### config.mk
export PLATFORM = sky130hd
export DESIGN_NAME = program_flash_row_writer
export DESIGN_NICKNAME = d
export VERILOG_FILES = /design/src/hdl/flash_row_pkg.sv /design/src/hdl/program_flash_row_writer.sv
export SDC_FILE = /design/constraint.sdc
export NUM_CORES = 1
export LEC_CHECK = 0
export BUFFER_PORTS_ARGS = -buffer_cell sky130_fd_sc_hd__buf_2
export CORE_MARGIN = 4
export CORE_UTILIZATION = 45
export CTS_BUF_LIST = sky130_fd_sc_hd__clkbuf_8
export DETAILED_ROUTE_END_ITERATION = 8
export SYNTH_ARGS = -nofsm -noshare
export SYNTH_HDL_FRONTEND = slang
export SYNTH_SLANG_ARGS = --single-unit
### constraint.sdc
create_clock -name I_SYS_CLK -period 5.3 [get_ports I_SYS_CLK]
set_input_delay 1.06 -clock I_SYS_CLK [delete_from_list [all_inputs] [get_ports I_SYS_CLK]]
set_output_delay 1.06 -clock I_SYS_CLK [all_outputs]
set_load 0.03 [all_outputs]
### src/hdl/flash_row_pkg.sv
/*
 * flash_row_pkg: register offsets, field positions, reset values and
 * timing counts for the program flash row writer.
 * assumes: included before the design module; no clocking of its own.
 */
package flash_row_pkg;

	// ****************************************************************
	// widths
	// ****************************************************************
	localparam int ADDR_W = 8; // register port address width
	localparam int DATA_W = 8; // register port data width
	localparam int WORD_W = 14; // flash word width
	localparam int ROW_W = 10; // row select bits of the address pair
	localparam int LATCH_W = 5; // latch select bits of the address pair
	localparam int LATCHES = 32; // write latches per row
	localparam int FADDR_W = ROW_W + LATCH_W; // full word address

	// ****************************************************************
	// register offsets
	// ****************************************************************
	localparam logic [7:0] OFS_ADDR_LOW = 8'h00;
	localparam logic [7:0] OFS_ADDR_HIGH = 8'h01;
	localparam logic [7:0] OFS_WDATA_LOW = 8'h02;
	localparam logic [7:0] OFS_WDATA_HIGH = 8'h03;
	localparam logic [7:0] OFS_CTRL_ONE = 8'h04;
	localparam logic [7:0] OFS_UNLOCK = 8'h05;
	localparam logic [7:0] OFS_STATUS = 8'h06;

	// ****************************************************************
	// control register fields
	// ****************************************************************
	localparam int BIT_WR_START = 1; // start bit, set by hardware sequence
	localparam int BIT_WRITE_EN = 2;
	localparam int BIT_LATCH_ONLY = 5;
	localparam int BIT_CFG_SPACE = 6;
	localparam int BIT_ERASE = 4; // row erase request

	// ****************************************************************
	// unlock keys and reset values
	// ****************************************************************
	localparam logic [7:0] UNLOCK_KEY1 = 8'h55;
	localparam logic [7:0] UNLOCK_KEY2 = 8'hAA;
	localparam logic [7:0] CTRL_RESET = 8'h00;
	localparam logic [13:0] LATCH_BLANK = 14'h3FFF;

	// ****************************************************************
	// timing
	// ****************************************************************
	localparam int CLK_HZ = 10_000_000;
	localparam int PROG_TIME_US = 2; // assumed array program time
	localparam int PROG_CYCLES = (PROG_TIME_US * CLK_HZ) / 1_000_000;

	// sequencer states
	typedef enum logic [2:0] {
		ST_IDLE = 3'b000,
		ST_KEY1 = 3'b001,
		ST_ARMED = 3'b010,
		ST_PROG = 3'b011,
		ST_ERASE = 3'b100
	} seq_state_e;

endpackage

### src/hdl/program_flash_row_writer.sv
/*
 * program_flash_row_writer: register port, unlock sequencer, write
 * latches and row program / erase control toward the flash array.
 * assumes: the flash array takes one word per cycle while o_PF_WE is
 * high and raises nothing back; the register port is synchronous.
 */
// The register addresses and strobed register access were chosen for this implementation.
`timescale 1ns/1ps

module program_flash_row_writer #(
	parameter int PROG_WAIT = flash_row_pkg::PROG_CYCLES
) (
	// clock and reset
	input wire logic I_SYS_CLK,
	input wire logic I_RST,
	// register port
	input wire logic [flash_row_pkg::ADDR_W-1:0] I_REG_ADDR,
	input wire logic [flash_row_pkg::DATA_W-1:0] I_REG_WDATA,
	input wire logic I_REG_WR,
	input wire logic I_REG_RD,
	output logic [flash_row_pkg::DATA_W-1:0] O_REG_RDATA,
	// flash array side
	output logic O_PF_WE,
	output logic O_PF_ERASE,
	output logic [flash_row_pkg::FADDR_W-1:0] O_PF_ADDR,
	output logic [flash_row_pkg::WORD_W-1:0] O_PF_WDATA,
	// status
	output logic O_BUSY
);
	import flash_row_pkg::*;

	// ****************************************************************
	// registers
	// ****************************************************************
	logic [7:0] addr_low_r; // latch bits sit in the low five
	logic [6:0] addr_high_r; // row bits high part
	logic [7:0] wdata_low_r;
	logic [5:0] wdata_high_r;
	logic write_enable_bit_r;
	logic latch_only_bit_r;
	logic config_space_select_r;
	logic start_r; // visible start/busy bit
	logic [WORD_W-1:0] latch_r [LATCHES]; // row write latches
	seq_state_e state_r;
	logic [LATCH_W-1:0] idx_r; // latch being streamed out
	logic [15:0] wait_r; // program time per word
	logic [ROW_W-1:0] row_r; // row captured at start

	// ****************************************************************
	// decode helpers
	// ****************************************************************
	// row field of the address pair
	function automatic logic [ROW_W-1:0] row_of(input logic [6:0] hi,
			input logic [7:0] lo);
		row_of = {hi, lo[7:5]};
	endfunction

	// latch field of the address pair
	function automatic logic [LATCH_W-1:0] latch_of(input logic [7:0] lo);
		latch_of = lo[LATCH_W-1:0];
	endfunction

	logic wr_any;
	logic key1_hit;
	logic key2_hit;
	logic armed_ok; // unlock allowed: write enable set and config space clear
	assign wr_any = I_REG_WR;
	assign key1_hit = I_REG_WR && I_REG_ADDR == OFS_UNLOCK
		&& I_REG_WDATA == UNLOCK_KEY1;
	assign key2_hit = I_REG_WR && I_REG_ADDR == OFS_UNLOCK
		&& I_REG_WDATA == UNLOCK_KEY2;
	// config space writes never touch the program flash latches
	assign armed_ok = write_enable_bit_r && !config_space_select_r;

	// ****************************************************************
	// address and data registers
	// ****************************************************************
	// plain stores; blocked while the array is busy
	always_ff @(posedge I_SYS_CLK) begin
		if (I_RST) begin
			addr_low_r <= 8'h00;
			addr_high_r <= 7'h00;
			wdata_low_r <= 8'h00;
			wdata_high_r <= 6'h00;
		end else if (I_REG_WR && !O_BUSY) begin
			unique case (I_REG_ADDR)
				OFS_ADDR_LOW: addr_low_r <= I_REG_WDATA;
				OFS_ADDR_HIGH: addr_high_r <= I_REG_WDATA[6:0];
				OFS_WDATA_LOW: wdata_low_r <= I_REG_WDATA;
				OFS_WDATA_HIGH: wdata_high_r <= I_REG_WDATA[5:0];
				default: ;
			endcase
		end
	end

	// ****************************************************************
	// control register
	// ****************************************************************
	always_ff @(posedge I_SYS_CLK) begin
		if (I_RST) begin
			write_enable_bit_r <= 1'b0;
			latch_only_bit_r <= 1'b0;
			config_space_select_r <= 1'b0;
		end else if (I_REG_WR && I_REG_ADDR == OFS_CTRL_ONE && !O_BUSY) begin
			write_enable_bit_r <= I_REG_WDATA[BIT_WRITE_EN];
			latch_only_bit_r <= I_REG_WDATA[BIT_LATCH_ONLY];
			config_space_select_r <= I_REG_WDATA[BIT_CFG_SPACE];
		end
	end

	// ****************************************************************
	// unlock sequencer
	// ****************************************************************
	// key1 then key2 on consecutive port writes; any other write
	// between them breaks the sequence
	logic erase_req;
	assign erase_req = 1'b0; // erase is taken from erase_bit_r, stored by the control write before the start write
	logic erase_bit_r;
	always_ff @(posedge I_SYS_CLK) begin
		if (I_RST) begin
			erase_bit_r <= 1'b0;
		end else if (I_REG_WR && I_REG_ADDR == OFS_CTRL_ONE && !O_BUSY) begin
			erase_bit_r <= I_REG_WDATA[BIT_ERASE];
		end
	end

	always_ff @(posedge I_SYS_CLK) begin
		if (I_RST) begin
			state_r <= ST_IDLE;
			idx_r <= '0;
			wait_r <= 16'h0000;
			row_r <= '0;
			start_r <= 1'b0;
		end else begin
			unique case (state_r)
				ST_IDLE: begin
					if (key1_hit && armed_ok) begin
						state_r <= ST_KEY1;
					end
				end
				ST_KEY1: begin
					if (key2_hit) begin
						state_r <= ST_ARMED;
					end else if (wr_any) begin
						state_r <= ST_IDLE;
					end
				end
				ST_ARMED: begin
					// start write: set bit 1 completes the unlock
					if (I_REG_WR && I_REG_ADDR == OFS_CTRL_ONE
							&& I_REG_WDATA[BIT_WR_START] && armed_ok) begin
						row_r <= row_of(addr_high_r, addr_low_r);
						idx_r <= '0;
						wait_r <= 16'(PROG_WAIT);
						if (erase_bit_r) begin
							state_r <= ST_ERASE;
							start_r <= 1'b1;
						end else if (latch_only_bit_r) begin
							state_r <= ST_IDLE;
						end else begin
							state_r <= ST_PROG;
							start_r <= 1'b1;
						end
					end else if (wr_any) begin
						state_r <= ST_IDLE;
					end
				end
				ST_PROG: begin
					// one word per wait period, all 32 latches of one row
					if (wait_r != 16'h0000) begin
						wait_r <= wait_r - 16'h0001;
					end else if (idx_r == LATCH_W'(LATCHES - 1)) begin
						state_r <= ST_IDLE;
						start_r <= 1'b0;
					end else begin
						idx_r <= idx_r + LATCH_W'(1);
						wait_r <= 16'(PROG_WAIT);
					end
				end
				ST_ERASE: begin
					if (wait_r != 16'h0000) begin
						wait_r <= wait_r - 16'h0001;
					end else begin
						state_r <= ST_IDLE;
						start_r <= 1'b0;
					end
				end
				default: state_r <= ST_IDLE;
			endcase
		end
	end

	// ****************************************************************
	// write latches
	// ****************************************************************
	logic load_now; // unlock completed with a latch load
	logic done_now; // program or erase finished
	assign load_now = state_r == ST_ARMED && I_REG_WR
		&& I_REG_ADDR == OFS_CTRL_ONE && I_REG_WDATA[BIT_WR_START]
		&& armed_ok && !erase_bit_r;
	assign done_now = (state_r == ST_PROG && wait_r == 16'h0000
		&& idx_r == LATCH_W'(LATCHES - 1))
		|| (state_r == ST_ERASE && wait_r == 16'h0000);

	always_ff @(posedge I_SYS_CLK) begin
		if (I_RST) begin
			for (int i = 0; i < LATCHES; i++) begin
				latch_r[i] <= LATCH_BLANK;
			end
		end else if (done_now) begin
			for (int i = 0; i < LATCHES; i++) begin
				latch_r[i] <= LATCH_BLANK;
			end
		end else if (load_now) begin
			latch_r[latch_of(addr_low_r)] <= {wdata_high_r, wdata_low_r};
		end
	end

	// ****************************************************************
	// flash array drive
	// ****************************************************************
	// address stays inside the captured row; no erase on program
	always_ff @(posedge I_SYS_CLK) begin
		if (I_RST) begin
			O_PF_WE <= 1'b0;
			O_PF_ERASE <= 1'b0;
			O_PF_ADDR <= '0;
			O_PF_WDATA <= LATCH_BLANK;
		end else begin
			O_PF_WE <= state_r == ST_PROG && wait_r == 16'h0000;
			O_PF_ERASE <= state_r == ST_ERASE && wait_r == 16'h0000;
			O_PF_ADDR <= {row_r,
				(state_r == ST_ERASE) ? LATCH_W'(0) : idx_r};
			O_PF_WDATA <= latch_r[idx_r];
		end
	end

	// the last array pulse leaves the flop on the same edge that start_r drops,
	// so busy is stretched over it: software must not see idle too early
	assign O_BUSY = start_r || O_PF_WE || O_PF_ERASE;

	// ****************************************************************
	// read back
	// ****************************************************************
	always_ff @(posedge I_SYS_CLK) begin
		if (I_RST) begin
			O_REG_RDATA <= 8'h00;
		end else if (I_REG_RD) begin
			unique case (I_REG_ADDR)
				OFS_ADDR_LOW: O_REG_RDATA <= addr_low_r;
				OFS_ADDR_HIGH: O_REG_RDATA <= {1'b0, addr_high_r};
				OFS_WDATA_LOW: O_REG_RDATA <= wdata_low_r;
				OFS_WDATA_HIGH: O_REG_RDATA <= {2'b00, wdata_high_r};
				OFS_CTRL_ONE: O_REG_RDATA <= {1'b0, config_space_select_r,
					latch_only_bit_r, erase_bit_r, 1'b0,
					write_enable_bit_r, start_r, 1'b0};
				OFS_STATUS: O_REG_RDATA <= {5'b00000, state_r};
				default: O_REG_RDATA <= 8'h00;
			endcase
		end else begin
			O_REG_RDATA <= 8'h00;
		end
	end

endmodule

### Word-level counts from Yosys, hierarchy flattened

Memories as Yosys holds them, arrays and structs flattened. A register that Yosys moved wholly into a read port is not among the register bits.
Cells that the tools add are included.

* register bits: 93
* bits in writable memories: 448
* bits of input ports: 20
* word-level logic and storage cells: 189
* memories kept: 1

Memories
* latch_r: words 32, width 14, rd ports 1, clocked after memory_dff 1, write ports 32, line program_flash_row_writer.sv:43 `logic [WORD_W-1:0] latch_r [LATCHES];`

* $add $sub $neg: 2
* equality and inequality tests: 22
* muxes and demuxes: 71
* bitwise gates (word level): 33
* reductions and logical operators: 42

Operators by type and width (number)
* two-way mux 14 bit: 33
* two-way mux 16 bit: 4
* one-hot mux 16 bit (3 select lines): 1
* one-hot mux 8 bit (6 select lines): 1
* bitwise OR 1 bit: 32
* equality test 8 x 3 -> 1 bit (second input constant): 3
* two-way mux 3 bit: 8
* two-way mux 5 bit: 4
* logical AND 1 bit: 18
* equality test 8 x 2 -> 1 bit (second input constant): 2
* logical NOT 16 bit: 1
* two-way mux 1 bit: 16
* nonzero test 16 bit: 1
* subtractor 16 x 1 -> 16 bit (second input constant): 1
* one-hot mux 3 bit (5 select lines): 1
* inequality test 2 bit (second input constant): 7
* OR reduction 14 bit: 1
* AND reduction 4 bit: 3
* one-hot mux 5 bit (2 select lines): 1
* AND reduction 2 bit: 5
* equality test 8 x 1 -> 1 bit (second input constant): 1
* equality test 8 x 7 -> 1 bit (second input constant): 1
* equality test 8 bit (second input constant): 1
* logical NOT 8 bit: 1
* other kinds (16): 23

### Longest topological paths before layout

* depth after elaboration: 12
* gate-level depth with buffers: 11
* depth with buffers taken out: 8

### Worst setup path before layout

Ideal clock, no wire load.

* path kind: in2reg
* start point: input port I_REG_ADDR[1] (netlist bit)
* end point: memory latch_r[15][0], enable pin
* data arrival time: 3625 ps
* required time: 4896 ps
* slack: 1271 ps
* stages: 6
* buffers on the path: 1
* cells stage by stage: buf_2 or4b_4 nor4_1 and2b_1 nand3_1 o21ai_0

RTL lines
* from (decl): line program_flash_row_writer.sv:17 `input wire logic [flash_row_pkg::ADDR_W-1:0] I_REG_ADDR,`
* to (decl): line program_flash_row_writer.sv:43

==> metrics <==
Final Util 51.0%; worst slack, placed 0.914 ns; Pre-antenna DRT Iters 6; crit path capture latch_r[7][8]$_SDFFCE_PN1P_; Tot GR Track Use 23.2%; worst slew pin tran 1.25 ns; simple-gate share of the synthesized area 14.4%; CTS tree yes; area of the multi-input gates 7400 µm²; Total Die Area 56,200 µm²; postcts setup bufs 0; #FFs+latches synth 555; Post-DRT Antenna Nets 0; Primary FF master, synth edfxtp_1; main combinational cell family by area after synthesis simple AND/OR/NAND/NOR gates; Max clock buf depth 3; number of fill cells 4,526; grt met3 use 6.79%; Via Count 15,632; layer with the highest usage met2; number of synthesized flops with an enable pin 448; Starting Density 45.8%; RSZ-0062 raised after global routing false; fraction of post-synthesis cell area in the top cell type by area 56.9%; xor/xnor share of the synthesized area 0.0741%; Setup WS post-layout 1.57 ns; clk sinks 555; Min Clock Period, post-route 3.73 ns; Worst-path clk slew 0.06 ns; Pwr per Cell Area 315 nW/µm²; type of the worst min-delay path flip-flop to flip-flop; Post-Synth Adder-Cell Area 0.212%; Async SR Flop Fraction 0%; Ports 60; IO buf count 59; synth-to-layout area growth 11.4%; Syn Inst Count 1,858; cell area after synthesis 23,600 µm²; Yosys cell types 57; layout net count 1,940; power consumption 8.28 mW; Max VDD drop 0.162 mV; critical path required time 5.68 ns; GR Util met1 31.3%; CTS resizes 0; Tcrit/Tclk final 70.4%; register area share after synthesis 66.0%; Max-slew headroom 16.5%; most frequent cell after synthesis nand2_1; Worst Setup SP I_REG_ADDR[5]; HPWL Detailed 39,300 µm; Syn. warnings 0; area leader, netlist edfxtp_1; worst reg-to-reg path cell count 8; placed cells 2,502; number of global-route vias before repair 15,723; share of cells above drive strength 1 18.0%; vias per inst 5.86; Syn Area/Cell 12.7 µm²; crit-path max FO 15; post-synthesis mux area share 10.9%; std cell rows 83; Max Cap Viol 0; clk_lat worst skew 0.68 ns; reg2reg setup slack 1.65 ns; global-route wire length before repair 98,300 µm; crit path DAT 4.11 ns; H-tree level count 3; Min-Delay Path Depth 2; Hold Vio Cnt, Final 0; Seq. cell area 15,600 µm²; Placer Congestion 0.854; top cells by area, synth edfxtp_1 (57%), mux4_2 (11%), dfxtp_1 (9.1%); Setup violations, final 0; P_leak 7.13 nW; worst r2r dst latch_r[7][8]$_SDFFCE_PN1P_; Critical Path Start Type input port; max-slew violations 0; outcome finished, final reports clean; Hold Buf Count CTS 0; list of most frequent post-synthesis cells nand2_1 (525), edfxtp_1 (448), nor2_1 (139), mux4_2 (112), dfxtp_1 (107); Synth Area in Compound Gates 5.55%; ANT cells 0; syn nets 1,882; clock skew 0.0386 ns; initial antenna violation count 1; drt wl/cell 24.6 µm; grt total ovfl 0; root buf cell clkbuf_8; total CTS buffers 92; critical path class input port to flip-flop; DRC 0; total wire length 65,600 µm; met2 Use GR 35.9%; Worst R2R Start idx_r[1]$_SDFFE_PP0P_; fin cells 2,669; Setup TNS 0 ns; die height 237 µm; 1st-iter DRT viols 1,599; largest net degree at the start of global routing 93; Die Wd 237 µm; fmax 268 MHz; CORE AREA 51,600 µm²; Setup crit end kind flip-flop
## how the worst min path moves through the flow
| stage | end | slack (ns) | startpoint |
|---|---|---|---|
| final | row_r[7]$_SDFFE_PP0P_ | 0.45 | row_r[7]$_SDFFE_PP0P_ |
| after CTS | row_r[7]$_SDFFE_PP0P_ | 0.45 | row_r[7]$_SDFFE_PP0P_ |
| after global routing | row_r[6]$_SDFFE_PP0P_ | 0.47 | row_r[6]$_SDFFE_PP0P_ |
| after floorplan | row_r[0]$_SDFFE_PP0P_ | 0.43 | row_r[0]$_SDFFE_PP0P_ |
| after global placement | row_r[3]$_SDFFE_PP0P_ | 0.44 | row_r[3]$_SDFFE_PP0P_ |
| after detailed placement | row_r[7]$_SDFFE_PP0P_ | 0.44 | row_r[7]$_SDFFE_PP0P_ |
## flip-flops by register name, summed over array words and instances, names as in the netlist, 3 cells and up
name          flops
O_PF_ADDR        15
idx_r             5
addr_high_r       7
latch_r         448
wait_r           16
wdata_high_r      6
addr_low_r        8
state_r           3
row_r            10
O_REG_RDATA       8
O_PF_WDATA       14
wdata_low_r       8
## cells in the final DEF (no fill, tap or decap), drive strengths merged, types with 38 or more instances in the layout
cell type / count
nand2: 525
edfxtp: 448
nor2: 139
buf: 117
mux4: 112
dfxtp: 107
clkbuf: 98
a21oi: 62
o22ai: 57
inv: 51
nand3: 42
o21ai: 38
## area by class of cell
class,instances,share of cell area (%)
Clock buffer,98,5.12
Clock inverter,69,1.08
Inverter,9,0.128
Multi-Input combinational cell,1141,28.1
Sequential cell,555,59.3
Tap cell,680,3.23
Timing Repair Buffer,117,3.06
## per-stage QoR
stage	hold slack [ns]	cell area, µm²
after floorplan	0.427	23600
after global placement	0.438	24700
after detailed placement	0.442	24700
after CTS	0.451	26300
after global routing	0.467	26300
final	0.448	26300
## worst max-delay path: stages
cell	delay [ns]
buf_2	0.09
or4_1	0.77
nor4_1	0.49
and2b_1	0.34
nand3_1	0.29
o21ai_1	0.72
buf_4	0.32
## where the power goes
group	switching [mW]	internal, mW
clock	1.68	1.70
combinational	0.138	0.0352
sequential	0.00966	4.72
## kinds of logic after synthesis
group | count (synthesis)
AND/OR/NAND/NOR | 804
flip-flops | 555
AO/OA/AOI/OAI | 213
buffers and inverters | 162
multiplexers | 118
adder cells (fa/ha/maj) | 4
XOR/XNOR | 2
## per-layer routing
layer,vias up,share of wire (%)
met5,-,0.030
met3,137,10
li1,6957,-
met2,735,47
met1,7801,39
met4,2,3.6
Note: power is estimated with default switching activity, not from simulation.
